--- config.mk ---
export PLATFORM = sky130hd
export DESIGN_NAME = sysctl_coproc
export DESIGN_NICKNAME = d
export VERILOG_FILES = /design/src/rtl/sysctl_pkg.sv /design/src/rtl/sysctl_cache_geometry.sv /design/src/rtl/sysctl_coproc.sv
export VERILOG_INCLUDE_DIRS = /design/src /design/src/rtl
export SDC_FILE = /design/constraint.sdc
export NUM_CORES = 1
export LEC_CHECK = 0
export ABC_CLOCK_PERIOD_IN_PS = 5100
export CORE_UTILIZATION = 33
export CTS_BUF_LIST = sky130_fd_sc_hd__clkbuf_2
export DETAILED_ROUTE_END_ITERATION = 8
export DONT_BUFFER_PORTS = 1
export PLACE_DENSITY_LB_ADDON = 0.08
export RECOVER_POWER = 25
export REMOVE_ABC_BUFFERS = 1
export SLEW_MARGIN = 20
export SYNTH_ARGS = -nofsm -noshare
export SYNTH_HDL_FRONTEND = slang
export SYNTH_SLANG_ARGS = --single-unit
--- constraint.sdc ---
create_clock -name core_clk_i -period 5.1 [get_ports core_clk_i]
set_clock_uncertainty 0.1 [all_clocks]
set_input_delay 0 -clock core_clk_i [delete_from_list [all_inputs] [get_ports core_clk_i]]
set_output_delay 0 -clock core_clk_i [all_outputs]
set_load 0.005 [all_outputs]
--- src/rtl/sysctl_defines.svh ---
`ifndef SYSCTL_DEFINES_SVH
`define SYSCTL_DEFINES_SVH

// Coprocessor number of the system control coprocessor
`define SYSCTL_CP_NUM          4'hf
// Register numbers in the primary register field
`define SYSCTL_REG_ID          4'h0
`define SYSCTL_REG_CTRL        4'h1
`define SYSCTL_REG_TCM_REGION  4'h9
// Second opcode selectors within register 0
`define SYSCTL_OP2_CACHE_TYPE  3'h1
`define SYSCTL_OP2_TCM_SIZE    3'h2
// Secondary register and second opcode selectors within register 9 tight RAM region
`define SYSCTL_CRM_TCM_REGION  4'h1
`define SYSCTL_OP2_DATA_REGION 3'h0
`define SYSCTL_OP2_INSTR_REGION 3'h1
// Identification word field positions
`define SYSCTL_ID_IMPL_LSB     24
`define SYSCTL_ID_VAR_LSB      20
`define SYSCTL_ID_ARCH_LSB     16
`define SYSCTL_ID_PART_LSB     4
// Cache geometry word constants
`define SYSCTL_CT_CLASS        4'h7
`define SYSCTL_CT_CLASS_LSB    25
`define SYSCTL_CT_HARVARD_BIT  24
`define SYSCTL_CT_D_SIZE_LSB   18
`define SYSCTL_CT_D_ASSOC_LSB  15
`define SYSCTL_CT_D_BASE_BIT   14
`define SYSCTL_CT_D_LINE_LSB   12
`define SYSCTL_CT_I_SIZE_LSB   6
`define SYSCTL_CT_I_ASSOC_LSB  3
`define SYSCTL_CT_I_BASE_BIT   2
`define SYSCTL_CT_I_LINE_LSB   0
`define SYSCTL_CT_LINE_8WORDS  2'h2
`define SYSCTL_CT_ASSOC_4WAY   3'h2
`define SYSCTL_CT_ASSOC_NONE   3'h0
// Control register bit positions
`define SYSCTL_CTRL_IRAM_EN    18
`define SYSCTL_CTRL_VEC_HIGH   13
// Control register defined-bit mask; others read zero
`define SYSCTL_CTRL_MASK       32'h000f_f085
`define SYSCTL_ZERO_WORD       32'h0000_0000

`endif

--- src/rtl/sysctl_pkg.sv ---
`default_nettype none
package sysctl_pkg;
  // Kind of coprocessor instruction presented by the core
  typedef enum logic [2:0] {
    OP_MOVE_TO_CORE   = 3'h0,
    OP_MOVE_FROM_CORE = 3'h1,
    OP_DATA_OP        = 3'h2,
    OP_LOAD           = 3'h3,
    OP_STORE          = 3'h4
  } cp_op_t;

  typedef enum logic [2:0] {
    ST_IDLE  = 3'b001,
    ST_ANSWER = 3'b010,
    ST_TRAP  = 3'b100
  } acc_state_t;
endpackage
`default_nettype wire

--- src/rtl/sysctl_cache_geometry.sv ---
`include "sysctl_defines.svh"
`default_nettype none
// Assembles the cache geometry word from the cache blocks' live signals
module sysctl_cache_geometry (
  input  wire logic [3:0]  dcache_size_i,   // Data cache size code
  input  wire logic        dcache_absent_i, // Data cache not fitted
  input  wire logic [3:0]  icache_size_i,   // Instruction cache size code
  input  wire logic        icache_absent_i, // Instruction cache not fitted
  output logic      [31:0] geometry_o       // Cache geometry word
);
  logic [2:0] d_assoc;
  logic [2:0] i_assoc;

  always_comb begin
    // associativity from presence
    d_assoc = dcache_absent_i ? `SYSCTL_CT_ASSOC_NONE : `SYSCTL_CT_ASSOC_4WAY;
    i_assoc = icache_absent_i ? `SYSCTL_CT_ASSOC_NONE : `SYSCTL_CT_ASSOC_4WAY;
    // reserved fields zero
    geometry_o = `SYSCTL_ZERO_WORD;
    // cache class
    geometry_o[`SYSCTL_CT_CLASS_LSB +: 4] = `SYSCTL_CT_CLASS;
    // separate caches
    geometry_o[`SYSCTL_CT_HARVARD_BIT] = 1'b1;
    // live size codes
    geometry_o[`SYSCTL_CT_D_SIZE_LSB +: 4] = dcache_size_i;
    geometry_o[`SYSCTL_CT_I_SIZE_LSB +: 4] = icache_size_i;
    geometry_o[`SYSCTL_CT_D_ASSOC_LSB +: 3] = d_assoc;
    geometry_o[`SYSCTL_CT_I_ASSOC_LSB +: 3] = i_assoc;
    // base size bits
    geometry_o[`SYSCTL_CT_D_BASE_BIT] = dcache_absent_i;
    geometry_o[`SYSCTL_CT_I_BASE_BIT] = icache_absent_i;
    // eight words per line
    geometry_o[`SYSCTL_CT_D_LINE_LSB +: 2] = `SYSCTL_CT_LINE_8WORDS;
    geometry_o[`SYSCTL_CT_I_LINE_LSB +: 2] = `SYSCTL_CT_LINE_8WORDS;
  end
endmodule
`default_nettype wire

--- src/rtl/sysctl_coproc.sv ---
`include "sysctl_defines.svh"
`default_nettype none
// Overview of operation
// Reset clears every defined stored bit except vector select and instruction RAM enable.
// Those two bits load from their init pins while reset is held.
// Register 9 reports tight RAM sizes exactly as on the size pins.
// Only privileged register moves may access this coprocessor.
// Data ops, loads, stores and unprivileged moves here take the undefined trap.
// Primary register field picks the register; secondary and second opcode refine it.
// Software keeps unused opcode and secondary fields zero.
// Software never reads unreadable nor writes unwritable registers.
// Software writes zeros and ones into write-as-zero and write-as-one fields.
// Any access of any value leaves the block recoverable.
// Register 0 read with second opcode not 1 or 2 returns identification.
// Identification holds implementor, variant, architecture, part number, revision fields.
// Register 0 read with second opcode 1 returns cache geometry.
// Cache class field reads 0111.
// Bit 24 reads one for separate caches.
// Both line length fields read binary 10, eight words.
// Size fields carry the cache size code.
// Associativity reads four-way when present, zero when absent.
// Base size bit reads zero when present, one when absent.
// Size and base size come from cache block signals.
// Register 0 read with second opcode 2 returns tight RAM size word.
// Geometry reserved bits read zero; register 0 writes change nothing.
module sysctl_coproc #(
  parameter logic [7:0]  IMPLEMENTOR = 8'h5a,   // Arbitrary value
  parameter logic [3:0]  VARIANT     = 4'h0,
  parameter logic [3:0]  ARCH        = 4'h3,    // Arbitrary value
  parameter logic [11:0] PART_NUM    = 12'h123, // Arbitrary value
  parameter logic [3:0]  REVISION    = 4'h1     // Arbitrary value
) (
  input  wire logic        core_clk_i,                 // Processor clock
  input  wire logic        rstn_i,                     // Async reset, low
  input  wire logic        req_i,                      // Coprocessor instruction strobe
  input  wire logic [2:0]  op_i,                       // Instruction kind
  input  wire logic [3:0]  cp_num_i,                   // Coprocessor number
  input  wire logic        privileged_i,               // Core in privileged mode
  input  wire logic [2:0]  first_op_field_i,           // First opcode field
  input  wire logic [3:0]  primary_register_field_i,   // Register number
  input  wire logic [3:0]  secondary_register_field_i, // Secondary register
  input  wire logic [2:0]  second_op_field_i,          // Second opcode field
  input  wire logic [31:0] wdata_i,                    // Write data from core
  input  wire logic        vector_high_init_pin_i,     // Vector select reset value
  input  wire logic        instr_ram_enable_init_pin_i, // Instr RAM enable reset value
  input  wire logic [3:0]  instr_tcm_size_pins_i,      // Instr tight RAM size
  input  wire logic [3:0]  data_tcm_size_pins_i,       // Data tight RAM size
  input  wire logic        instr_ram_absent_i,         // Instr tight RAM absent
  input  wire logic        data_ram_absent_i,          // Data tight RAM absent
  input  wire logic [3:0]  dcache_size_i,              // Data cache size code
  input  wire logic        dcache_absent_i,            // Data cache absent
  input  wire logic [3:0]  icache_size_i,              // Instr cache size code
  input  wire logic        icache_absent_i,            // Instr cache absent
  output logic             done_o,                     // Access accepted, pulse
  output logic             undef_trap_o,               // Undefined trap, pulse
  output logic [31:0]      rdata_o,                    // Read data, valid with done
  output logic [31:0]      control_o,                  // Control register
  output logic             vector_high_o,              // High vector select
  output logic             instr_ram_en_o              // Instr tight RAM enable
);
  sysctl_pkg::acc_state_t state;
  sysctl_pkg::acc_state_t next_state;
  logic [31:0] control;
  logic [31:0] next_control;
  logic [31:0] rdata;
  logic [31:0] next_rdata;
  logic        vec_high;
  logic        next_vec_high;
  logic        iram_en;
  logic        next_iram_en;
  logic [31:0] geometry;
  logic [31:0] id_word;
  logic [31:0] tcm_size_word;
  logic [31:0] region_word;
  logic        is_move;
  logic        is_read;
  logic        legal;

  sysctl_cache_geometry u_geometry (
    .dcache_size_i   (dcache_size_i),
    .dcache_absent_i (dcache_absent_i),
    .icache_size_i   (icache_size_i),
    .icache_absent_i (icache_absent_i),
    .geometry_o      (geometry)
  );

  always_comb begin
    // identification layout
    id_word = {IMPLEMENTOR, VARIANT, ARCH, PART_NUM, REVISION};
    // tight RAM size word
    tcm_size_word = `SYSCTL_ZERO_WORD;
    tcm_size_word[`SYSCTL_CT_D_SIZE_LSB +: 4] = data_tcm_size_pins_i;
    tcm_size_word[`SYSCTL_CT_D_BASE_BIT] = data_ram_absent_i;
    tcm_size_word[`SYSCTL_CT_I_SIZE_LSB +: 4] = instr_tcm_size_pins_i;
    tcm_size_word[`SYSCTL_CT_I_BASE_BIT] = instr_ram_absent_i;
    // size pins into region register
    region_word = `SYSCTL_ZERO_WORD;
    region_word[4:1] = (second_op_field_i == `SYSCTL_OP2_INSTR_REGION) ?
                       instr_tcm_size_pins_i : data_tcm_size_pins_i;
  end

  always_comb begin
    is_move = (op_i == sysctl_pkg::OP_MOVE_TO_CORE) || (op_i == sysctl_pkg::OP_MOVE_FROM_CORE);
    is_read = (op_i == sysctl_pkg::OP_MOVE_TO_CORE);
    // privileged moves only
    legal = is_move && privileged_i;
  end

  always_comb begin
    next_state = sysctl_pkg::ST_IDLE;
    next_control = control;
    next_rdata = rdata;
    next_vec_high = vec_high;
    next_iram_en = iram_en;
    case (state)
      sysctl_pkg::ST_IDLE,
      sysctl_pkg::ST_ANSWER,
      sysctl_pkg::ST_TRAP: begin
        if (req_i && (cp_num_i == `SYSCTL_CP_NUM)) begin
          // illegal forms trap
          if (!legal) begin
            next_state = sysctl_pkg::ST_TRAP;
          end else begin
            next_state = sysctl_pkg::ST_ANSWER;
            next_rdata = `SYSCTL_ZERO_WORD;
            // R6 register selection
            case (primary_register_field_i)
              `SYSCTL_REG_ID: begin
                if (is_read) begin
                  // geometry on op2 one
                  if (second_op_field_i == `SYSCTL_OP2_CACHE_TYPE) begin
                    next_rdata = geometry;
                  end else if (second_op_field_i == `SYSCTL_OP2_TCM_SIZE) begin
                    next_rdata = tcm_size_word;
                  end else begin
                    // identification otherwise
                    next_rdata = id_word;
                  end
                end
                // writes to register 0 ignored
              end
              `SYSCTL_REG_CTRL: begin
                if (is_read) begin
                  next_rdata = control;
                  next_rdata[`SYSCTL_CTRL_VEC_HIGH] = vec_high;
                  next_rdata[`SYSCTL_CTRL_IRAM_EN] = iram_en;
                end else begin
                  // only defined bits stored
                  next_control = wdata_i & `SYSCTL_CTRL_MASK;
                  next_vec_high = wdata_i[`SYSCTL_CTRL_VEC_HIGH];
                  next_iram_en = wdata_i[`SYSCTL_CTRL_IRAM_EN];
                end
              end
              `SYSCTL_REG_TCM_REGION: begin
                if (is_read && (secondary_register_field_i == `SYSCTL_CRM_TCM_REGION)) begin
                  next_rdata = region_word;
                end
              end
              default: begin
                next_rdata = `SYSCTL_ZERO_WORD;
              end
            endcase
          end
        end
      end
      default: begin
        next_state = sysctl_pkg::ST_IDLE;
      end
    endcase
    // pins load on every edge while reset is held
    if (!rstn_i) begin
      next_vec_high = vector_high_init_pin_i;
      next_iram_en = instr_ram_enable_init_pin_i;
    end
  end

  // Pin-loaded bits stay out of the async clear so reset can load a live value
  always_ff @(posedge core_clk_i) begin
    vec_high <= next_vec_high;
    iram_en  <= next_iram_en;
  end

  always_ff @(posedge core_clk_i or negedge rstn_i) begin
    // reset clears stored state
    if (!rstn_i) begin
      state      <= sysctl_pkg::ST_IDLE;
      control    <= `SYSCTL_ZERO_WORD;
      rdata      <= `SYSCTL_ZERO_WORD;
    end else begin
      state      <= next_state;
      control    <= next_control;
      rdata      <= next_rdata;
    end
  end

  always_comb begin
    done_o         = (state == sysctl_pkg::ST_ANSWER);
    undef_trap_o   = (state == sysctl_pkg::ST_TRAP);
    rdata_o        = rdata;
    control_o      = control;
    control_o[`SYSCTL_CTRL_VEC_HIGH] = vec_high;
    control_o[`SYSCTL_CTRL_IRAM_EN]  = iram_en;
    vector_high_o  = vec_high;
    instr_ram_en_o = iram_en;
  end
endmodule
`default_nettype wire

== Word level (Yosys, flattened, before mapping) ==
Cells that the tools add are included.

* Register bits after elaboration: 48
* Latch bits: 0
* Memory bits (writable): 0
* ROM bits: 0
* Output and inout bits: 68
* Logic and storage cells: 55
* Memories kept: 0

* Add/subtract/negate cells: 0
* $mul: 0
* Divide/modulo/power cells: 0
* Magnitude comparators: 0
* Eq/ne operators: 15
* Shift operators: 0
* Multiplexer cells: 24
* Bitwise operators: 1
* Reduce and logical (&&, ||, !) cells: 10

{| class="wikitable"
|+ Operator list
! cell !! count
|-
| 32-bit case mux with 3 select lines || 1
|-
| 31-bit 2-to-1 mux || 3
|-
| 20-bit 2-to-1 mux || 1
|-
| 1-bit 2-to-1 mux || 12
|-
| 5-bit AND reduction || 2
|-
| 3-bit by 1-bit == test with 1-bit output, second input constant || 3
|-
| 3-bit 2-to-1 mux || 3
|-
| 4-bit by 1-bit == test with 1-bit output, second input constant || 2
|-
| 4-bit == test, second input constant || 2
|-
| 2-bit by 1-bit != test with 1-bit output, second input constant || 4
|-
| 3-bit by 2-bit == test with 1-bit output, second input constant || 2
|-
| 5-bit 2-to-1 mux || 1
|-
| 4-bit logical NOT || 1
|-
| 2-bit 2-to-1 mux || 2
|-
| 4-bit 2-to-1 mux || 1
|-
| 3-bit == test, second input constant || 1
|-
| 1-bit logical AND || 3
|-
| 3-bit logical NOT || 1
|-
| 3-bit AND reduction || 1
|-
| 3-bit OR reduction || 1
|-
| 2-bit != test, second input constant || 1
|-
| 1-bit logical OR || 1
|-
| 1-bit NOT || 1
|}

== Longest topological paths before layout ==
Gate-level depths: netlist (run 1).

* Depth in word-level cells: 7
* Mapped depth: 7

== Hierarchy ==
From an unflattened synthesis (run 1), not the netlist that was laid out.

* Cells, all modules: 268
* Area total of the unflattened synthesis: 2847.7 um^2

{| class="wikitable"
|+ Modules (own cells, without submodules)
! module !! times used !! cells an instance !! area each (um^2) !! sequential area each (um^2)
|-
| sysctl_coproc || 1 || 234 || 2607.5 || 1162.4
|-
| sysctl_cache_geometry || 1 || 34 || 240.2 || 0.0
|}

== Worst setup path after synthesis (run 1) ==
OpenSTA, ideal clock, no wires.

* Path kind: flip-flop to flip-flop
* Start point: reg state[0]
* End point: reg control[0]
* Data arrival time: 1.646 ns
* Data required time: 4.875 ns
* Setup slack: 3.229 ns
* Cell stages (with the launch flop): 5
* Buffers on the path: 0
* Period minus slack after synthesis: 1.871 ns
* Cell sequence: dfstp_2 > xor2_1 > a21oi_1 > nor4_4 > mux2_2

* Word-level cells in the longest chain between the ends: 3
* Elaborated cells on any way between the ends: 5
* Classes of those cells: eq/ne: 3; reduce/logical: 2

{| class="wikitable"
|+ Ends and longest elaborated chain
! item !! RTL line !! source
|-
| start: declaration || sysctl_coproc.sv:61 || <nowiki>sysctl_pkg::acc_state_t state;</nowiki>
|-
| start signal: assignment || sysctl_coproc.sv:186 || <nowiki>state <= sysctl_pkg::ST_IDLE;</nowiki>
|-
| start signal: assignment || sysctl_coproc.sv:190 || <nowiki>state <= next_state;</nowiki>
|-
| 3-bit by 2-bit == test with 1-bit output, or another cell as far along || sysctl_coproc.sv:115 || <nowiki>case (state)</nowiki>
|-
| 3-bit OR reduction (*) || sysctl_coproc.sv:115 ||
|-
| 5-bit AND reduction (no line) (*) || -- ||
|-
| end signal: assignment || sysctl_coproc.sv:187 || <nowiki>control <= `SYSCTL_ZERO_WORD;</nowiki>
|-
| end signal: assignment || sysctl_coproc.sv:191 || <nowiki>control <= next_control;</nowiki>
|-
| end: declaration || sysctl_coproc.sv:63 || <nowiki>logic [31:0] control;</nowiki>
|}

Every way passes the cells marked *; elsewhere a longest branch is shown, timed or not.
A chain may end at the register's enable or synchronous reset.

== Worst setup path in the final report (run 1) ==
* Start point: in primary_register_field_i[2]
* End point: reg rdata[19], in the netlist rdata_o[19]

* Word-level cells in the longest chain between the ends: 2
* Elaborated cells on any way between the ends: 4
* Classes of those cells: eq/ne: 2; mux: 1; reduce/logical: 1

{| class="wikitable"
|+ Ends and longest elaborated chain
! item !! RTL line !! source
|-
| start: declaration || sysctl_coproc.sv:40 || <nowiki>input wire logic [3:0] primary_register_field_i,</nowiki>
|-
| 4-bit == test, or another cell as far along || sysctl_coproc.sv:127 || <nowiki>case (primary_register_field_i)</nowiki>
|-
| 32-bit case mux with 3 select lines (*) || sysctl_coproc.sv:127 ||
|-
| end signal: assignment || sysctl_coproc.sv:188 || <nowiki>rdata <= `SYSCTL_ZERO_WORD;</nowiki>
|-
| end signal: assignment || sysctl_coproc.sv:192 || <nowiki>rdata <= next_rdata;</nowiki>
|-
| end: declaration || sysctl_coproc.sv:65 || <nowiki>logic [31:0] rdata;</nowiki>
|}

Marked as above.

==> results.sh, run 1 <==
export IMPL_status="finished, violations left"
export IMPL_failed_checks="capacitance limit, slew limit"
export IMPL_place_hpwl_um=3590
export IMPL_setup_slack_ps=2010
export IMPL_final_common_cell="dlygate4sd3_1"
export IMPL_pwr_share_comb_pct=8.9
export IMPL_yosys_area_share_simple_pct=16.2
export IMPL_post_cts_setup_buffer_count=0
export IMPL_clockPowerShare_pct=44.7
export IMPL_synthCells=201
export IMPL_vias=1596
export IMPL_synth_fa_ha_area_share_pct=0
export IMPL_antenna_found_initial=0
export IMPL_final_util_pct=45.4
export IMPL_power_switching_uw=132
export IMPL_cp_slowest_stage_delay_ps=690
export IMPL_final_hold_viol_count=0
export IMPL_dieArea_um2=6350
export IMPL_drc=0
export IMPL_slowest_stage="dlygate4sd3_1"
export IMPL_setup_tns_ps=0
export IMPL_std_cell_rows=27
export IMPL_syn2layout_area_growth_pct=29.5
export IMPL_clk_pin_slew_ps=190
export IMPL_tightest_slew_ps=1870
export IMPL_crit_buf_inv=3
export IMPL_fillers=560
export IMPL_hold_slack_ps=30.9
export IMPL_ioPinCount=147
export IMPL_crit_family="buffers and inverters"
export IMPL_critPathMostFrequentCell="dlygate4sd3_1"
export IMPL_min_path_type="primary input to flop"
export IMPL_placedCellCount=260
export IMPL_synth_seq_area_share_pct=45.8
export IMPL_syn_mean_instance_area_um2=9.91
export IMPL_drive_above_1_share_pct=10.7
export IMPL_p_leak_nw=1.14
export IMPL_syn_area_um2=1990
export IMPL_dr_pass1_iters=4
export IMPL_synth_seq_cells=36
export IMPL_clk_latency_ps=390
export IMPL_worstSetupStartpointType="primary input"
export IMPL_synthMuxAreaShare_pct=8.23
export IMPL_power_density_nw_per_um2=246
export IMPL_final_cells=325
export IMPL_layout_common_cells="55 x dlygate4sd3_1, 33 x dfrtp_1, 27 x nand2_1, 27 x conb_1, 16 x o21ai_0"
export IMPL_cts_resized=0
export IMPL_die_w_um=79.7
export IMPL_ys_warn_count=0
export IMPL_finalCritPeriodShare_pct=60.6
export IMPL_crit_fanout=4
export IMPL_cts_tree="built"
export IMPL_path_class="primary input to flop"
export IMPL_path_cells="dlygate4sd3_1 -> nor4_1 -> dlygate4sd3_1 -> nor2_1 -> nor4_1 -> nand2_1 -> o21ai_0 -> dlygate4sd3_1"
export IMPL_num_antenna_cells=0
export IMPL_cts_buffers=5
export IMPL_clockBufferDepth=2
export IMPL_rsz0062_at_grt="no"
export IMPL_crit_arrival_ps=3320
export IMPL_setup_viol=0
export IMPL_pwr_share_seq_pct=46.4
export IMPL_place_congestion=0.699
export IMPL_wl_per_cell_um=16.5
export IMPL_grt_pass1_vias=1590
export IMPL_synth_cell_type_count=39
export IMPL_synth_top_flop_cell="dfrtp_1"
export IMPL_endpoint_kind="flop"
export IMPL_async_reset_ff_share_pct=94.4
export IMPL_port_buffers=0
export IMPL_cts_htree_levels=2
export IMPL_min_period_ps=3090
export IMPL_wirelength_um=5370
export IMPL_drv_slew=34
export IMPL_drtIter0Drc=61
export IMPL_grt_ovfl_total=0
export IMPL_dpl_worst_slack_ps=2440
export IMPL_p_int_uw=502
export IMPL_synth_edf_count=2
export IMPL_coreArea_um2=5680
export IMPL_synth_xor_area_share_pct=0.440
export IMPL_viasPerCell=4.91
export IMPL_fp_dieH_um=79.7
export IMPL_slew_headroom_pct=-24.7
export IMPL_clock_sinks=36
export IMPL_max_vdd_ir_drop_v=0.000112
export IMPL_start_util_pct=35.1
export IMPL_fmax_mhz=324
export IMPL_worstPathRequired_ps=5330
export IMPL_synth_compound_area_share_pct=15.0
export IMPL_antenna_left=0
export IMPL_hold_buffers=57
export IMPL_grt_max_degree=34
export IMPL_clockRootBuffer="clkbuf_2"
export IMPL_fin_nets=331
export IMPL_synth_top_family_by_area="simple AND/OR/NAND/NOR gates"
export IMPL_switching_share_pct=20.8
export IMPL_track_usage_pct=17.4
export IMPL_drv_cap=1
export IMPL_grt_pass1_wl_um=8070
cell usage after synthesis (3+ instances only):
| cell type | n | area (µm²) |
|---|---|---|
| buf_4 | 33 | 248 |
| dfrtp_1 | 33 | 826 |
| nand2_1 | 27 | 101 |
| o21ai_0 | 16 | 80.1 |
| mux2_2 | 11 | 124 |
| a22oi_1 | 9 | 67.6 |
| a21oi_1 | 8 | 40.0 |
| a22o_1 | 7 | 61.3 |
| nor2_1 | 6 | 22.5 |
| mux2i_1 | 4 | 40.0 |
| nor2b_1 | 4 | 25.0 |
| buf_2 | 3 | 15.0 |
| clkbuf_1 | 3 | 11.3 |
| nand2b_1 | 3 | 18.8 |
| nand3_1 | 3 | 15.0 |
registers in the layout, summed over array words and instances (netlist names):
register        cells
rdata_o            22
vector_high_o       1
instr_ram_en_o      1
state               3
control             9
metrics by stage:
stage | area (µm²) | total power, mW
global placement | 1910 | 0.322
CTS | 2610 | 0.642
detailed placement | 1910 | 0.322
global route | 2580 | 0.662
floorplan | 1820 | 0.318
finish | 2580 | 0.634
area by class of cell:
type                    instances  area [µm²]  share of cell area (%)
flip-flops and latches         36         912                    35.4
repair buffers                 57         558                    21.6
clock buffers                   5        25.0                   0.970
well taps                      72        90.1                    3.49
clock inverters                 3        90.1                    3.49
inverters                       2        7.51                   0.291
multi-input cells             150         896                    34.7
power groups by stage:
| stage | logic (mW) | clock network [mW] | registers, mW |
|---|---|---|---|
| floorplan | 0.0197 | 0 | 0.298 |
| global placement | 0.0227 | 0 | 0.299 |
| detailed placement | 0.0227 | 0 | 0.299 |
| CTS | 0.0594 | 0.288 | 0.294 |
| global route | 0.0626 | 0.305 | 0.295 |
| finish | 0.0566 | 0.283 | 0.294 |
final timing paths:
kind | from | end | slack (ps) | cells past startpoint
max | primary_register_field_i[2] | rdata_o[19] | 2010 | 8
min | primary_register_field_i[1] | rdata_o[14] | 30 | 5
max reg2reg | state[0] | rdata_o[2] | 2280 | 6
min reg2reg | rdata_o[15] | rdata_o[15] | 440 | 2
max in group asynchronous | rstn_i | rdata_o[2] | 2920 | 3
min in group asynchronous | rstn_i | state[0] | 220 | 2
cell families (layout without fill, tap and decap cells):
logic type	Yosys count	after routing
buffers and inverters	41	67
and+or+nand+nor	60	60
xor gates and xnor gates	1	1
other	1	27
DFF	36	36
muxes	15	15
AOI/OAI and AO/OA	47	47
worst reg2reg max path: stages (launching register included):
cell	delay [ps]
dfstp_2	590
xor2_1	70
a21oi_1	350
or3_1	840
nand2_1	130
o31ai_1	100
dlygate4sd3_1	590
per-layer routing:
| metal | track usage (%) | share of wire (%) | vias up |
|---|---|---|---|
| li1 | - | - | 749 |
| met1 | 19.6 | 41 | 769 |
| met2 | 31.0 | 51 | 76 |
| met3 | 5.71 | 6.8 | 2 |
| met4 | 4.91 | 0.47 | 0 |
| met5 | 0 | 0 | - |
Power figures use the tool's default switching activity.
==> run 2: changes to the inputs <==
ABC_CLOCK_PERIOD_IN_PS = 2650   (was 5100)
clock period = 2.65 ns   (was 5.1 ns; I/O delays follow)
==> run 2 against run 1 <==
Effect of this change: the flow still finishes with violations (capacitance limit, slew limit); worst hold slack about the same; design area rose by 3.6%; worst setup slack worse by 2000 ps; core utilization grew 1.7 points.
==> results.sh, run 2 (synthesized netlist as in run 1, its figures left out) <==
export IMPL_cts_htree_levels=2
export IMPL_multiInputGateArea_um2=912
export IMPL_ioPinCount=147
export IMPL_worstRegToRegCells=5
export IMPL_clockBufferDepth=2
export IMPL_placedCellCount=263
export IMPL_syn2layout_area_growth_pct=34.2
export IMPL_antenna_found_initial=0
export IMPL_hp_start="second_op_field_i[2]"
export IMPL_fp_dieH_um=79.7
export IMPL_critPathMostFrequentCell="dlygate4sd3_1"
export IMPL_wirelength_um=5380
export IMPL_vias=1629
export IMPL_crit_buf_inv=4
export IMPL_die_w_um=79.7
export IMPL_final_cells=333
export IMPL_worstPathRequired_ps=2860
export IMPL_min_period_ps=2600
export IMPL_r2r_start="state[0]"
export IMPL_largest_reg_flops=22
export IMPL_grt_ovfl_total=0
export IMPL_port_buffers=0
export IMPL_fmax_mhz=385
export IMPL_totalPowerFinal_mw=1.23
export IMPL_std_cell_rows=27
export IMPL_viasPerCell=4.89
export IMPL_setup_tns_ps=0
export IMPL_drtIter0Drc=54
export IMPL_crit_fanout=30
export IMPL_min_path_type="primary input to flop"
export IMPL_layout_common_cells="59 x dlygate4sd3_1, 33 x dfrtp_1, 27 x nand2_1, 27 x conb_1, 16 x o21ai_0"
export IMPL_place_hpwl_um=3640
export IMPL_clockRootBuffer="clkbuf_2"
export IMPL_start_util_pct=35.1
export IMPL_final_common_cell="dlygate4sd3_1"
export IMPL_met1_usage_pct=20.8
export IMPL_tightest_slew_ps=1860
export IMPL_drc=0
export IMPL_endpoint_kind="flop"
export IMPL_cts_buffers=5
export IMPL_stdcell_area_um2=2670
export IMPL_clock_sinks=36
export IMPL_clk_latency_ps=410
export IMPL_place_congestion=0.703
export IMPL_hold_slack_ps=31.0
export IMPL_register_area_um2=912
export IMPL_grt_pass1_wl_um=8270
export IMPL_fin_nets=339
export IMPL_path_class="primary input to flop"
export IMPL_grt_pass1_vias=1676
export IMPL_setup_viol=0
export IMPL_drv_slew=34
export IMPL_final_hold_viol_count=0
export IMPL_failed_checks="capacitance limit, slew limit"
export IMPL_clk_pin_slew_ps=200
export IMPL_use_met3_pct=5.37
export IMPL_grt_max_degree=34
export IMPL_reg2reg_to="control[0]"
export IMPL_slowest_stage="dlygate4sd3_1"
export IMPL_path_cells="dlygate4sd3_1 -> nor2_1 -> dlygate4sd3_1 -> nand2_1 -> or3_4 -> buf_8 -> a22o_1 -> dlygate4sd3_1"
export IMPL_dr_pass1_iters=4
export IMPL_fillers=550
export IMPL_drive_above_1_share_pct=13.0
export IMPL_max_vdd_ir_drop_v=0.000219
export IMPL_regToRegSetupSlack_ps=150
export IMPL_track_usage_pct=17.6
export IMPL_worstSetupStartpointType="primary input"
export IMPL_wl_per_cell_um=16.2
export IMPL_cts_tree="built"
export IMPL_status="finished, violations left"
export IMPL_crit_path_start="op_i[2]"
export IMPL_finalCritPeriodShare_pct=98.1
export IMPL_dieArea_um2=6350
export IMPL_min_to="rdata_o[7]"
export IMPL_antenna_left=0
export IMPL_drv_cap=1
export IMPL_crit_arrival_ps=2810
export IMPL_cp_slowest_stage_delay_ps=580
export IMPL_crit_family="buffers and inverters"
export IMPL_slew_headroom_pct=-23.8
export IMPL_hold_depth=3
export IMPL_coreArea_um2=5680
export IMPL_num_antenna_cells=0
export IMPL_globalRouteMet2Util_pct=30.6
export IMPL_place_area_um2=1930
export IMPL_power_density_nw_per_um2=461
export IMPL_p_leak_nw=1.19
export IMPL_top_usage_layer="met2"
[run 2: cell count changes in the layout (fill, tap and decap cells not counted)]
cell           change
o31ai_1            -1
o31ai_2            +1
buf_4              +3
or3_1              -1
or3_4              +1
nor4_1             -1
nor4_2             +1
dlygate4sd3_1      +4
buf_8              +1
[run 2: where the power goes]
group	total, mW	switching [mW]	internal, mW	leakage [nW]
Clock	0.554	0.206	0.349	0.0632
Combinational	0.113	0.0522	0.0604	0.637
Sequential	0.566	0.00594	0.560	0.491
Total	1.23	0.264	0.969	1.19
[run 2: cell type report]
class                      count  area share (%)
multi-input combinational    150            34.1
timing repair buffer          65            23.8
inverter                       2           0.281
clock buffer                   5           0.936
clock inverter                 3            3.37
tap                           72            3.37
sequential                    36            34.1
[run 2: worst max-delay path by stage]
stage                        to  slack [ps]  cells after the start
floorplan            rdata_o[0]         510                      6
global placement    control[14]         560                      5
detailed placement  control[14]         530                      5
CTS                  rdata_o[4]          20                      8
global route         rdata_o[1]          -8                      8
finish               rdata_o[1]          50                      8
[run 2: metal layers]
layer / vias up / wire [µm]
met5: - / 0
met3: 4 / 409
met2: 81 / 2760
met4: 0 / 40
met1: 783 / 2170
li1: 761 / -
[run 2: stage by stage]
| step | setup slack (ps) | utilization (%) |
|---|---|---|
| floorplan | 512 | - |
| global placement | 559 | 34.0 |
| detailed placement | 533 | 34.0 |
| CTS | 20.5 | 47.1 |
| global route | -8.42 | 47.1 |
| finish | 51.2 | 47.1 |
[run 2: timing repair]
| action | 4_1_cts | 5_1_grt |
|---|---|---|
| resized for setup | 0 | 5 |
| hold buffers | 61 | 0 |
| endpoints found under the setup margin | 0 | 8 |
| hold endpoints to repair | 69 | 0 |
| buffers inserted | 0 | 1 |
[run 2: worst reg2reg max path, stage by stage (launching register included)]
cell and delay (ps):
dfstp_2 600, xor2_1 140, a21oi_1 180, nor4_4 470
mux2_2 390, dlygate4sd3_1 560
==> run 3: changes to the inputs <==
MAX_ROUTING_LAYER = met4   (was unset)
SYNTH_HIERARCHICAL = 1   (was unset)
==> run 3 against run 2 <==
Effect of this change: the flow now finishes without violations; design area rose by 27%; maximum frequency decreased by 0.33%; wire length increased by 35%; via count is 27% higher; non-clock buffer count rose by 6; flip-flop and latch count grew 10; total power up 5.6%; synthesized cell count up 33%; worst setup slack got worse by 8.7 ps; critical path depth down 1; final cell count rose by 28%; combinational power increased by 41%; critical path type unchanged; critical endpoint is now rdata_o[14]; largest cell class is now multi-input gates.
==> results.sh, run 3 <==
export IMPL_yosysMostFrequentCell="buf_4"
export IMPL_wirelength_um=7260
export IMPL_port_buffers=0
export IMPL_drv_slew=0
export IMPL_cts_buffers=5
export IMPL_die_w_um=94.9
export IMPL_syn2layout_area_growth_pct=19.4
export IMPL_track_usage_pct=17.2
export IMPL_grt_ovfl_total=0
export IMPL_synth_area_leaders="dfrtp_1 38%, buf_4 14%, a22o_1 8.0%, mux2_2 7.9%, o21ai_0 4.0%"
export IMPL_cp_slowest_stage_delay_ps=620
export IMPL_drv_cap=0
export IMPL_path_cells="dlygate4sd3_1 -> or4_4 -> nor2_1 -> a22o_1 -> dlygate4sd3_1 -> a22o_1 -> dlygate4sd3_1"
export IMPL_drc=0
export IMPL_min_path_type="primary input to flop"
export IMPL_p_int_uw=970
export IMPL_grt_pass1_vias=2021
export IMPL_min_to="state[1]"
export IMPL_yosys_top_cells_count="54 x buf_4, 43 x dfrtp_1, 26 x a22o_1"
export IMPL_drtIter0Drc=68
export IMPL_multiInputGateArea_um2=1300
export IMPL_synthCells=268
export IMPL_worstSetupStartpointType="primary input"
export IMPL_p_leak_nw=1.58
export IMPL_max_vdd_ir_drop_v=0.000210
export IMPL_setup_viol=0
export IMPL_antenna_left=0
export IMPL_clock_sinks=46
export IMPL_setup_tns_ps=0
export IMPL_clockPowerShare_pct=31.3
export IMPL_dieArea_um2=9010
export IMPL_post_cts_setup_buffer_count=0
export IMPL_viasPerCell=4.85
export IMPL_hold_depth=4
export IMPL_vias=2061
export IMPL_fp_dieH_um=94.9
export IMPL_syn_mean_instance_area_um2=10.6
export IMPL_path_class="primary input to flop"
export IMPL_power_density_nw_per_um2=383
export IMPL_final_common_cell="dlygate4sd3_1"
export IMPL_endpoint_kind="flop"
export IMPL_final_hold_viol_count=0
export IMPL_fmax_mhz=384
export IMPL_worstRegToRegCells=6
export IMPL_finalCritPeriodShare_pct=98.4
export IMPL_grt_max_degree=44
export IMPL_clockBufferDepth=2
export IMPL_largest_reg_flops=32
export IMPL_slew_headroom_pct=24.9
export IMPL_crit_arrival_ps=2880
export IMPL_yosysTopAreaCell="dfrtp_1"
export IMPL_reg2reg_to="rdata_o[14]"
export IMPL_synth_top_flop_cell="dfrtp_1"
export IMPL_coreArea_um2=8300
export IMPL_synth_seq_cells=46
export IMPL_dr_pass1_iters=4
export IMPL_min_period_ps=2610
export IMPL_ioPinCount=147
export IMPL_clockRootBuffer="clkbuf_2"
export IMPL_place_congestion=0.725
export IMPL_status="completed"
export IMPL_synth_edf_count=2
export IMPL_drive_above_1_share_pct=15.3
export IMPL_wl_per_cell_um=17.1
export IMPL_hold_slack_ps=23.0
export IMPL_r2r_start="state[0]"
export IMPL_hp_start="cp_num_i[0]"
export IMPL_pwr_share_comb_pct=12.2
export IMPL_clk_latency_ps=420
export IMPL_tightest_slew_ps=1130
export IMPL_regToRegSetupSlack_ps=70
export IMPL_register_area_um2=1160
export IMPL_worstPathRequired_ps=2920
export IMPL_synth_seq_area_share_pct=40.8
export IMPL_cts_htree_levels=2
export IMPL_synth_cell_type_count=45
export IMPL_rsz0062_at_grt="yes"
export IMPL_switching_share_pct=25.5
export IMPL_std_cell_rows=33
export IMPL_antenna_found_initial=0
export IMPL_grt_pass1_wl_um=11300
export IMPL_async_reset_ff_share_pct=95.7
export IMPL_pwr_share_seq_pct=56.5
export IMPL_syn_area_um2=2850
export IMPL_clk_pin_slew_ps=260
export IMPL_place_hpwl_um=4780
export IMPL_layout_common_cells="61 x dlygate4sd3_1, 43 x dfrtp_1, 41 x conb_1"
export IMPL_power_switching_uw=332
export IMPL_num_antenna_cells=0
export IMPL_ys_warn_count=6
export IMPL_yosys_area_top_type_share_pct=37.8
export IMPL_fin_nets=398
export IMPL_slowest_stage="or4_4"
export IMPL_cts_tree="built"
export IMPL_critPathMostFrequentCell="dlygate4sd3_1"
export IMPL_crit_fanout=5
export IMPL_start_util_pct=34.3
export IMPL_fillers=823
[run 3: metrics by stage]
stage	cell area, µm²	util (%)	instances	power, mW	worst slack [ps]
3_5_place_dp	2700	32.5	353	0.828	457
3_3_place_gp	2700	32.5	353	0.827	443
6_report	3400	41.0	425	1.30	42.5
2_1_floorplan	2520	-	241	0.809	372
5_1_grt	3400	41.0	425	1.37	-1.52
4_1_cts	3440	41.5	425	1.33	27.7
[run 3: routing by layer]
layer  track usage (%)  up-vias  share of wire (%)
met3              4.43        7                5.5
met1              21.6     1006                 44
met2              27.9       76                 50
met4              3.54        0               0.30
met5                 -        -                  0
li1                  -      972                  -
[run 3: area by class of cell]
cell class              count  area share, %
clock inverters             1          0.883
multi-input cells         181           38.2
flip-flops and latches     46           34.2
clock buffers               7           1.03
inverters                  14           1.69
well taps                 105           3.86
repair buffers             71           20.1
[run 3: how the worst max path moves through the flow]
stage / from / end / slack [ps]
after floorplan: state[0] / instr_ram_en_o / 370
after global placement: state[0] / instr_ram_en_o / 440
after detailed placement: state[0] / instr_ram_en_o / 460
after CTS: state[0] / rdata_o[14] / 30
after global routing: state[0] / rdata_o[12] / -2
final: primary_register_field_i[3] / rdata_o[14] / 40
[run 3: power groups by stage]
stage	Clock [mW]	Combinational [mW]	Sequential, mW
6_report	0.407	0.159	0.736
5_1_grt	0.453	0.178	0.739
4_1_cts	0.427	0.169	0.736
3_5_place_dp	0	0.0791	0.748
3_3_place_gp	0	0.0785	0.748
2_1_floorplan	0	0.0638	0.745
[run 3: worst max-delay path: cells and delay by family]
family	cells	cell delay, ps
buffers and inverters	3	1700
AND/OR/NAND/NOR	2	880
AO/OA/AOI/OAI	2	300
[run 3: repair_timing]
item                                    CTS  global route
resized for setup                         0             2
endpoints found under the setup margin    0             5
hold buffers                             64             0
hold endpoints to repair                 90             0
[run 3: logic make-up after synthesis]
group	share of synthesized area, %
AO/OA/AOI/OAI	19.1
XOR/XNOR	0.615
buffers and inverters	18.6
flip-flops	40.8
multiplexers	9.31
other	0.395
AND/OR/NAND/NOR	11.2
